===== src/include/dsto_map.svh =====
// Purpose: Constants for the dual channel safe torque off block
// Assumes: 250 MHz core clock
// Notes: Times kept in their own unit, cycle counts derived
`ifndef DSTO_MAP_SVH
`define DSTO_MAP_SVH

`define DSTO_CLK_MHZ 250
`define DSTO_FILT_US 500
`define DSTO_FILT_CYC ((`DSTO_FILT_US * `DSTO_CLK_MHZ) + 1)
`define DSTO_OFF_MAX_MS 20
`define DSTO_OFF_MAX_CYC (`DSTO_OFF_MAX_MS * 1000 * `DSTO_CLK_MHZ)
`define DSTO_MISM_S 10
`define DSTO_MISM_CYC (`DSTO_MISM_S * 1000 * 1000 * `DSTO_CLK_MHZ)

`define DSTO_REG_STATUS 4'h0
`define DSTO_REG_MASK 4'h1
`define DSTO_REG_CTRL 4'h2
`define DSTO_REG_MON 4'h3

`define DSTO_IRQ_BLOCK 0
`define DSTO_IRQ_MISM 1
`define DSTO_IRQ_CHG 2
`define DSTO_IRQ_W 3

`define DSTO_CTRL_DB 0
`define DSTO_CTRL_BRK_DLY_LSB 8
`define DSTO_CTRL_BRK_DLY_W 16
`define DSTO_CTRL_RST 32'h0000_0000
`define DSTO_MASK_RST 3'h0

`endif


===== src/include/dsto_pkg.sv =====
// Purpose: Types for the dual channel safe torque off block
// Assumes: Constants come from dsto_map.svh
// Notes: None
package dsto_pkg;
   typedef enum logic [1:0] {
      DSTO_RUN = 2'b00,
      DSTO_IDLE = 2'b01,
      DSTO_BLOCKED = 2'b10
   } dsto_state_e;

   typedef struct packed {
      logic power_on_command;
      logic power_off_command;
      logic utility_active;
   } dsto_cmd_s;

   typedef struct packed {
      logic motor_power;
      logic drive_ready;
      logic holding_brake_out;
      logic dynamic_brake;
      logic fault_out;
      logic feedback_monitor_out;
      logic emergency_stop_flag;
      logic blocked_display;
      logic utility_locked;
   } dsto_out_s;
endpackage : dsto_pkg


===== src/core/dsto_filter.sv =====
// Purpose: Synchroniser and OFF-pulse filter for one safety request channel
// Assumes: Raw input is asynchronous to clk_i; high means channel ON
// Notes: OFF is accepted only after it lasts longer than the filter time
`timescale 1ns/1ps
`include "dsto_map.svh"
module dsto_filter (
   input wire logic clk_i,
   input wire logic nrst_i,
   input wire logic raw_i,
   output logic on_o
);
   localparam int unsigned FILT = `DSTO_FILT_CYC;
   logic meta_q;
   logic sync_q;
   logic [17:0] cnt_q;

   // Two stage synchroniser; inputs idle as OFF until proven ON
   always_ff @(posedge clk_i or negedge nrst_i) begin
      if (!nrst_i) begin
         meta_q <= 1'b0;
         sync_q <= 1'b0;
      end else begin
         meta_q <= raw_i;
         sync_q <= meta_q;
      end
   end

   // Short OFF pulses are swallowed; ON is taken at once
   always_ff @(posedge clk_i or negedge nrst_i) begin
      if (!nrst_i) begin
         cnt_q <= 18'h0_0000;
         on_o <= 1'b0;
      end else if (sync_q) begin
         cnt_q <= 18'h0_0000;
         on_o <= 1'b1;
      end else if (cnt_q >= 18'(FILT - 1)) begin
         on_o <= 1'b0;
      end else begin
         cnt_q <= cnt_q + 18'h0_0001;
      end
   end
endmodule : dsto_filter


===== src/core/dsto_core.sv =====
// Purpose: Dual channel safe torque off sequencing, outputs and registers
// Assumes: Command pulses one cycle long; register port per house bus
// Notes: Filtered OFF reaches power removal well inside the 20 ms bound
//
// Local design decisions: strobed register access and the register offsets.
`timescale 1ns/1ps
`include "dsto_map.svh"
// Functional notes
// - Two redundant channels; ON means run, OFF requests current shut-off.
// - Both channels OFF removes motor power within 20 ms.
// - OFF lasting 0.5 ms or less is ignored entirely.
// - Blocking stays active while any utility mode runs. Here power-off with both channels ON still leaves blocked with utility active.
// - Utility motion stays locked after channels return; exit and re-enter.
// - In hard-blocked state power-on is rejected and drive-ready is off.
// - Drive-ready only in idle blocked state with both channels ON.
// - Holding brake released at once on block, skipping the brake delay.
// - Dynamic brake used on block when stop method selects it.
// - Hard-blocked state alone never asserts the fault output.
// - Feedback monitor ON only when both channels are OFF.
// - Feedback monitor follows channel changes within 20 ms.
// - Each channel state is readable in the safety input monitor.
// - Both channels OFF shows blocked code and keeps motor unpowered.
// - One channel OFF for 10 s without the other raises mismatch alarm.
// - Emergency stop flag reads 1 while blocking is active.
// - Leave hard-blocked only via power-off with both channels ON.
module dsto_core #(
   parameter int unsigned MISM_CYC = `DSTO_MISM_CYC
) (
   input wire logic clk_i,
   input wire logic nrst_i,
   input wire logic safety_request_a_i,
   input wire logic safety_request_b_i,
   input dsto_pkg::dsto_cmd_s cmd_i,
   input wire logic [3:0] addr_i,
   input wire logic [31:0] wdata_i,
   input wire logic wr_i,
   input wire logic rd_i,
   output logic [31:0] rdata_o,
   output dsto_pkg::dsto_out_s out_o,
   output logic input_mismatch_alarm_o,
   output logic irq_o
);
   logic on_a;
   logic on_b;
   dsto_pkg::dsto_state_e state_q;
   dsto_pkg::dsto_state_e state_d;
   logic any_off;
   logic both_off;
   logic [31:0] mism_cnt_q;
   logic [31:0] ctrl_q;
   logic [`DSTO_IRQ_W-1:0] status_q;
   logic [`DSTO_IRQ_W-1:0] mask_q;
   logic [`DSTO_IRQ_W-1:0] evt;
   logic [1:0] prev_q;
   logic blk_prev_q;
   logic mism_prev_q;

   // Filtered, synchronised channel views
   dsto_filter u_filt_a (
      .clk_i(clk_i),
      .nrst_i(nrst_i),
      .raw_i(safety_request_a_i),
      .on_o(on_a)
   );
   dsto_filter u_filt_b (
      .clk_i(clk_i),
      .nrst_i(nrst_i),
      .raw_i(safety_request_b_i),
      .on_o(on_b)
   );

   // Either channel OFF blocks, whatever the drive is doing
   assign any_off = !on_a || !on_b;
   assign both_off = !on_a && !on_b;

   always_comb begin
      state_d = state_q;
      case (state_q)
         dsto_pkg::DSTO_RUN: begin
            if (any_off) begin
               state_d = dsto_pkg::DSTO_BLOCKED;
            end else if (cmd_i.power_off_command) begin
               state_d = dsto_pkg::DSTO_IDLE;
            end
         end
         dsto_pkg::DSTO_IDLE: begin
            if (any_off) begin
               state_d = dsto_pkg::DSTO_BLOCKED;
            end else if (cmd_i.power_on_command) begin
               state_d = dsto_pkg::DSTO_RUN;
            end
         end
         dsto_pkg::DSTO_BLOCKED: begin
            // Power-on is ignored here; only power-off with both ON exits
            if (!any_off && cmd_i.power_off_command) begin
               state_d = dsto_pkg::DSTO_IDLE;
            end
         end
         default: begin
            state_d = dsto_pkg::DSTO_BLOCKED;
         end
      endcase
   end

   always_ff @(posedge clk_i or negedge nrst_i) begin
      if (!nrst_i) begin
         state_q <= dsto_pkg::DSTO_BLOCKED;
      end else begin
         state_q <= state_d;
      end
   end

   // Power stage and brake outputs, registered
   always_ff @(posedge clk_i or negedge nrst_i) begin
      if (!nrst_i) begin
         out_o.motor_power <= 1'b0;
         out_o.drive_ready <= 1'b0;
         out_o.holding_brake_out <= 1'b0;
         out_o.dynamic_brake <= 1'b0;
         out_o.emergency_stop_flag <= 1'b0;
         out_o.blocked_display <= 1'b0;
         out_o.feedback_monitor_out <= 1'b0;
         out_o.utility_locked <= 1'b0;
         out_o.fault_out <= 1'b0;
      end else begin
         // Brake release and power removal are immediate; brake delay not used
         out_o.motor_power <= (state_d == dsto_pkg::DSTO_RUN) && !any_off;
         out_o.holding_brake_out <= (state_d == dsto_pkg::DSTO_RUN) && !any_off;
         out_o.dynamic_brake <= (state_d == dsto_pkg::DSTO_BLOCKED) &&
            ctrl_q[`DSTO_CTRL_DB];
         out_o.drive_ready <= (state_d == dsto_pkg::DSTO_IDLE) && !any_off;
         out_o.emergency_stop_flag <= (state_d == dsto_pkg::DSTO_BLOCKED);
         out_o.blocked_display <= both_off;
         // Truth table: ON only for both OFF, one cycle after filtering
         out_o.feedback_monitor_out <= both_off;
         // Utility motion latches off once blocked until the mode is left
         out_o.utility_locked <= cmd_i.utility_active && (out_o.utility_locked || any_off);
         // Fault output follows the mismatch alarm only, never the block itself
         out_o.fault_out <= input_mismatch_alarm_o;
      end
   end

   // Mismatch timer: one channel OFF alone too long
   always_ff @(posedge clk_i or negedge nrst_i) begin
      if (!nrst_i) begin
         mism_cnt_q <= 32'h0000_0000;
         input_mismatch_alarm_o <= 1'b0;
      end else if (on_a == on_b) begin
         mism_cnt_q <= 32'h0000_0000;
      end else if (mism_cnt_q >= 32'(MISM_CYC - 1)) begin
         input_mismatch_alarm_o <= 1'b1;
      end else begin
         mism_cnt_q <= mism_cnt_q + 32'h0000_0001;
      end
   end

   // Event edges for the sticky status
   always_ff @(posedge clk_i or negedge nrst_i) begin
      if (!nrst_i) begin
         prev_q <= 2'h0;
         blk_prev_q <= 1'b1;
         mism_prev_q <= 1'b0;
      end else begin
         prev_q <= {on_b, on_a};
         blk_prev_q <= (state_q == dsto_pkg::DSTO_BLOCKED);
         mism_prev_q <= input_mismatch_alarm_o;
      end
   end

   always_comb begin
      evt = '0;
      evt[`DSTO_IRQ_BLOCK] = (state_q == dsto_pkg::DSTO_BLOCKED) && !blk_prev_q;
      evt[`DSTO_IRQ_MISM] = input_mismatch_alarm_o && !mism_prev_q;
      evt[`DSTO_IRQ_CHG] = (prev_q != {on_b, on_a});
   end

   // Set wins over a write-one clear in the same cycle
   always_ff @(posedge clk_i or negedge nrst_i) begin
      if (!nrst_i) begin
         status_q <= '0;
      end else if (wr_i && addr_i == `DSTO_REG_STATUS) begin
         status_q <= (status_q & ~wdata_i[`DSTO_IRQ_W-1:0]) | evt;
      end else begin
         status_q <= status_q | evt;
      end
   end

   always_ff @(posedge clk_i or negedge nrst_i) begin
      if (!nrst_i) begin
         mask_q <= `DSTO_MASK_RST;
         ctrl_q <= `DSTO_CTRL_RST;
      end else if (wr_i) begin
         if (addr_i == `DSTO_REG_MASK) begin
            mask_q <= wdata_i[`DSTO_IRQ_W-1:0];
         end else if (addr_i == `DSTO_REG_CTRL) begin
            // Only the stop method bit and the brake delay field are kept
            ctrl_q <= wdata_i & 32'h00FF_FF01;
         end
      end
   end

   always_ff @(posedge clk_i or negedge nrst_i) begin
      if (!nrst_i) begin
         irq_o <= 1'b0;
      end else begin
         irq_o <= |(status_q & mask_q);
      end
   end

   // Read data in the cycle after the strobe only
   always_ff @(posedge clk_i or negedge nrst_i) begin
      if (!nrst_i) begin
         rdata_o <= 32'h0000_0000;
      end else if (!rd_i) begin
         rdata_o <= 32'h0000_0000;
      end else if (addr_i == `DSTO_REG_STATUS) begin
         rdata_o <= {29'h0, status_q};
      end else if (addr_i == `DSTO_REG_MASK) begin
         rdata_o <= {29'h0, mask_q};
      end else if (addr_i == `DSTO_REG_CTRL) begin
         rdata_o <= ctrl_q;
      end else if (addr_i == `DSTO_REG_MON) begin
         // Channel view, state, stop flag and alarm
         rdata_o <= {24'h0, input_mismatch_alarm_o, state_q == dsto_pkg::DSTO_BLOCKED,
            both_off, state_q, 1'b0, on_b, on_a};
      end else begin
         rdata_o <= 32'h0000_0000;
      end
   end
endmodule : dsto_core


===== config.mk =====
export PLATFORM = sky130hd
export DESIGN_NAME = dsto_core
export DESIGN_NICKNAME = d
export VERILOG_FILES = /design/src/include/dsto_pkg.sv /design/src/core/dsto_filter.sv /design/src/core/dsto_core.sv
export VERILOG_INCLUDE_DIRS = /design/src /design/src/include
export SDC_FILE = /design/constraint.sdc
export NUM_CORES = 1
export LEC_CHECK = 0
export ABC_CLOCK_PERIOD_IN_PS = 2100
export BUFFER_PORTS_ARGS = -buffer_cell sky130_fd_sc_hd__buf_2
export CORE_ASPECT_RATIO = 0.5
export CORE_UTILIZATION = 40
export DETAILED_ROUTE_END_ITERATION = 7
export GPL_ROUTABILITY_DRIVEN = 0
export PLACE_DENSITY = 0.63
export SLEW_MARGIN = 10
export SYNTH_ARGS = -nofsm -noshare
export SYNTH_HDL_FRONTEND = slang
export SYNTH_HIERARCHICAL = 1
export SYNTH_SLANG_ARGS = --single-unit
export TNS_END_PERCENT = 1

===== constraint.sdc =====
create_clock -name clk_i -period 2.1 [get_ports clk_i]
set_input_delay 0.21 -clock clk_i [delete_from_list [all_inputs] [get_ports clk_i]]
set_output_delay 0.21 -clock clk_i [all_outputs]
set_load 0.01 [all_outputs]

==> impl_metrics.sql <==
INSERT INTO impl_metrics (metric_group, metric, value, unit) VALUES
('routing', 'viasPerCell', '5.35', ''),
('timing', 'tightestPinTransition', '0.817', 'ns'),
('logic_synthesis', 'post-synth-top-area-fraction', '0.504', ''),
('critical_path', 'critical_path.max_fanout', '10', ''),
('die', 'die_width', '184', 'um'),
('timing', 'achievable-frequency', '468', 'MHz'),
('critical_path', 'timing.critical_path.arrival', '2.47', 'ns'),
('timing', 'post-route-worst-setup-slack', '-0.0371', 'ns'),
('global_routing', 'grt_start_max_net_pins', '52', ''),
('logic_synthesis', 'netlist_instances', '630', ''),
('timing', 'grt_setup_unrepaired', 'yes', ''),
('logic_synthesis', 'yosys_register_bits', '135', ''),
('flow_run', 'number_of_violations_of_the_max_capacitance_limit', '0', ''),
('logic_synthesis', 'yosys-top-cells-area', 'dfrtp_1 (50%), mux2_2 (4.8%), or4_1 (3.2%), o31ai_1 (3.0%), a21oi_1 (2.6%)', ''),
('logic_synthesis', 'postSynth.asyncResetShare', '1.00', ''),
('timing', 'setup_viol', '3', ''),
('logic_synthesis', 'yosysTopAreaCell', 'dfrtp_1', ''),
('die', 'core-area', '15800', 'um2'),
('die', 'die_y', '92.9', 'um'),
('routing', 'totalWireLength', '14200', 'um'),
('die', 'start_util', '0.419', ''),
('timing', 'final.hold.worst_slack', '0.0229', 'ns'),
('pwr', 'leakage', '3.50', 'nW'),
('timing', 'slew_violations', '0', ''),
('timing', 'skew', '0.00819', 'ns'),
('clocking', 'worst_setup_hold_path_clk_slew', '0.06', 'ns'),
('layout', 'final_standard_cell_count_with_taps_included_and_fillers_excluded', '963', ''),
('timing', 'hold_violations', '0', ''),
('global_routing', 'grt_util_overall', '0.181', ''),
('critical_path', 'worst-endpoint-required', '2.43', 'ns'),
('critical_path', 'end_kind', 'register', ''),
('layout', 'layout-drive-gt1-share', '0.292', ''),
('status', 'failed_checks', 'negative setup slack', ''),
('logic_synthesis', 'primary_flip_flop_cell_chosen_by_synthesis_mapping', 'dfrtp_1', ''),
('timing', 'min_period', '2.14', 'ns'),
('clocking', 'cts_tree', 'done', ''),
('logic_synthesis', 'synth_top_family_by_area', 'simple AND/OR/NAND/NOR gates', ''),
('logic_synthesis', 'synth-edff-count', '0', ''),
('timing', 'setup-tns-final', '-0.0620', 'ns'),
('clocking', 'later_pin_clock_latency_in_the_skew_report', '0.41', 'ns'),
('hold_path', 'holdCritPathClass', 'primary input to register', ''),
('layout', 'post_route_cell_area', '8130', 'um2'),
('timing', 'max-slew-margin-rel', '0.455', ''),
('pwr', 'highest_ir_drop_seen_on_vdd', '0.000584', 'V'),
('global_routing', 'gr-total-overflow', '0', ''),
('clocking', 'post-cts-setup-buffers', '0', ''),
('die', 'die_area', '17100', 'um2'),
('routing', 'drt_first_iter_violations', '389', ''),
('clocking', 'htree_levels', '4', ''),
('critical_path', 'critPathKind', 'register to register', ''),
('logic_synthesis', 'postSynthAreaPerCell', '10.5', 'um2'),
('logic_synthesis', 'compound_gate_fraction_of_synth_area', '0.117', ''),
('place', 'portBuffers', '66', ''),
('pwr', 'internal_portion_of_total_power', '4.42', 'mW'),
('clocking', 'max-clock-path-buffers', '2', ''),
('pwr', 'power_per_unit_of_standard_cell_area', '724', 'nW/um2'),
('pwr', 'clock_power_share', '0.462', ''),
('logic_synthesis', 'synth-xor-area-share', '0.00265', ''),
('logic_synthesis', 'netlist_area', '6610', 'um2'),
('logic_synthesis', 'synth.mux.area_fraction', '0.0712', ''),
('routing', 'detail_route.wl_per_cell', '14.7', 'um'),
('routing', 'dr_total_vias', '5155', ''),
('layout', 'antenna-diode-count', '0', ''),
('status', 'status', 'finished with violations', ''),
('clocking', 'clockRootBuffer', 'clkbuf_16', ''),
('critical_path', 'worstSetupStartpointType', 'register', ''),
('clocking', 'cts_sinks', '135', ''),
('pwr', 'power_switching_share', '0.248', ''),
('layout', 'number_of_nets_in_the_layout', '781', ''),
('routing', 'drtAntennaViolNets', '0', ''),
('routing', 'drc_errors', '0', '');
## final timing paths
| path | from | endpoint | slack (ns) | cells past startpoint |
|---|---|---|---|---|
| setup / recovery | u_filt_b/cnt_q[12] | u_filt_b/cnt_q[4] | -0.04 | 5 |
| hold / removal | wdata_i[21] | ctrl_q[21] | 0.02 | 2 |
| setup reg to reg | u_filt_b/cnt_q[12] | u_filt_b/cnt_q[4] | -0.04 | 5 |
| hold reg to reg | u_filt_a/meta_q | u_filt_a/sync_q | 0.35 | 0 |
| max in group asynchronous | nrst_i | u_filt_b/cnt_q[17] | 1.10 | 3 |
| min in group asynchronous | nrst_i | rdata_o[14] | 0.31 | 2 |
## routing by layer
layer	GRT usage	wire length [um]	up-vias
li1	-	-	2501
met1	0.229	6610	2551
met2	0.307	7040	93
met3	0.0440	392	10
met4	0.0521	126	0
met5	0	0	-
## placed cells by master (no fill, tap or decap), drive strengths merged, types with 3 or more instances in the layout
| cell type | netlist | routed |
|---|---|---|
| a21o | 3 | 3 |
| clkinv | 1 | 7 |
| clkinvlp | 0 | 4 |
| dfrtp | 133 | 133 |
| nand2b | 12 | 12 |
| or2 | 3 | 3 |
| nor2b | 15 | 15 |
| nand2 | 43 | 43 |
| ha | 7 | 7 |
| and2 | 27 | 27 |
| dlygate4sd3 | 0 | 3 |
| inv | 25 | 28 |
| o21a | 3 | 3 |
| or3 | 7 | 7 |
| a21oi | 34 | 34 |
| nand4 | 16 | 16 |
| or4 | 30 | 30 |
| nand3b | 4 | 4 |
| nor3 | 11 | 11 |
| nand3 | 20 | 20 |
| clkbuf | 27 | 19 |
| conb | 1 | 8 |
| mux2 | 30 | 30 |
| o311ai | 6 | 6 |
| o31ai | 26 | 26 |
| nor2 | 27 | 27 |
| nor3b | 4 | 4 |
| nor4 | 17 | 17 |
| o21ai | 22 | 22 |
| and3 | 11 | 11 |
| o41ai | 4 | 4 |
| and4 | 9 | 9 |
| buf | 15 | 112 |
| mux2i | 11 | 11 |
## layout make-up
class                   instances  area, um2
clock buffers                  19        433
clock inverters                13        101
fillers                      1410       7640
inverters                      26       97.6
multi-input cells             434       3080
flip-flops and latches        135       3380
well taps                     221        277
repair buffers                115        762
## critical path, stage by stage, from the launching register on
cell and delay [ns]:
dfrtp_1 0.37, or4_4 0.54, o311a_4 0.37, buf_12 0.15, or4_4 0.48, a21oi_2 0.14
## repair_timing
item,4_1_cts,5_1_grt
hold buffers,3,0
pin swaps,7,10
resized for setup,5,24
hold endpoints to repair,49,0
setup endpoints to repair,20,33
## cells by family (layout without fill, tap and decap cells)
group | Yosys count | after routing
compound gates | 114 | 114
xor+xnor | 2 | 2
fa+ha+maj | 7 | 7
buf+inv | 68 | 173
flops | 135 | 135
mux | 42 | 42
other cells | 1 | 8
simple gates | 261 | 261
## state kept, by name, indices dropped and copies added, names as in the netlist, 2 cells and up
signal / flops
mism_cnt_q: 32
prev_q: 2
u_filt_b/cnt_q: 18
rdata_o: 24
u_filt_a/cnt_q: 18
state_q: 2
ctrl_q: 17
mask_q: 3
out_o: 6
status_q: 3
## power groups by stage
| stage | Combinational [mW] | Clock, mW | Sequential [mW] |
|---|---|---|---|
| after floorplan | 0.209 | 0 | 2.85 |
| after global placement | 0.336 | 0 | 2.86 |
| after detailed placement | 0.347 | 0 | 2.87 |
| after CTS | 0.352 | 2.79 | 2.82 |
| after global routing | 0.389 | 2.90 | 2.84 |
| final | 0.343 | 2.72 | 2.82 |
## per-stage QoR
step                      utilization  total power, mW  setup slack [ns]
final                           0.515             5.88           -0.0371
after global routing            0.515             6.12            -0.108
after CTS                       0.509             5.96           -0.0571
after detailed placement        0.472             3.22           -0.0712
after global placement          0.472             3.20           -0.0199
after floorplan                     -             3.06          -0.00312
No activity file was read; power rests on OpenSTA's default activity.
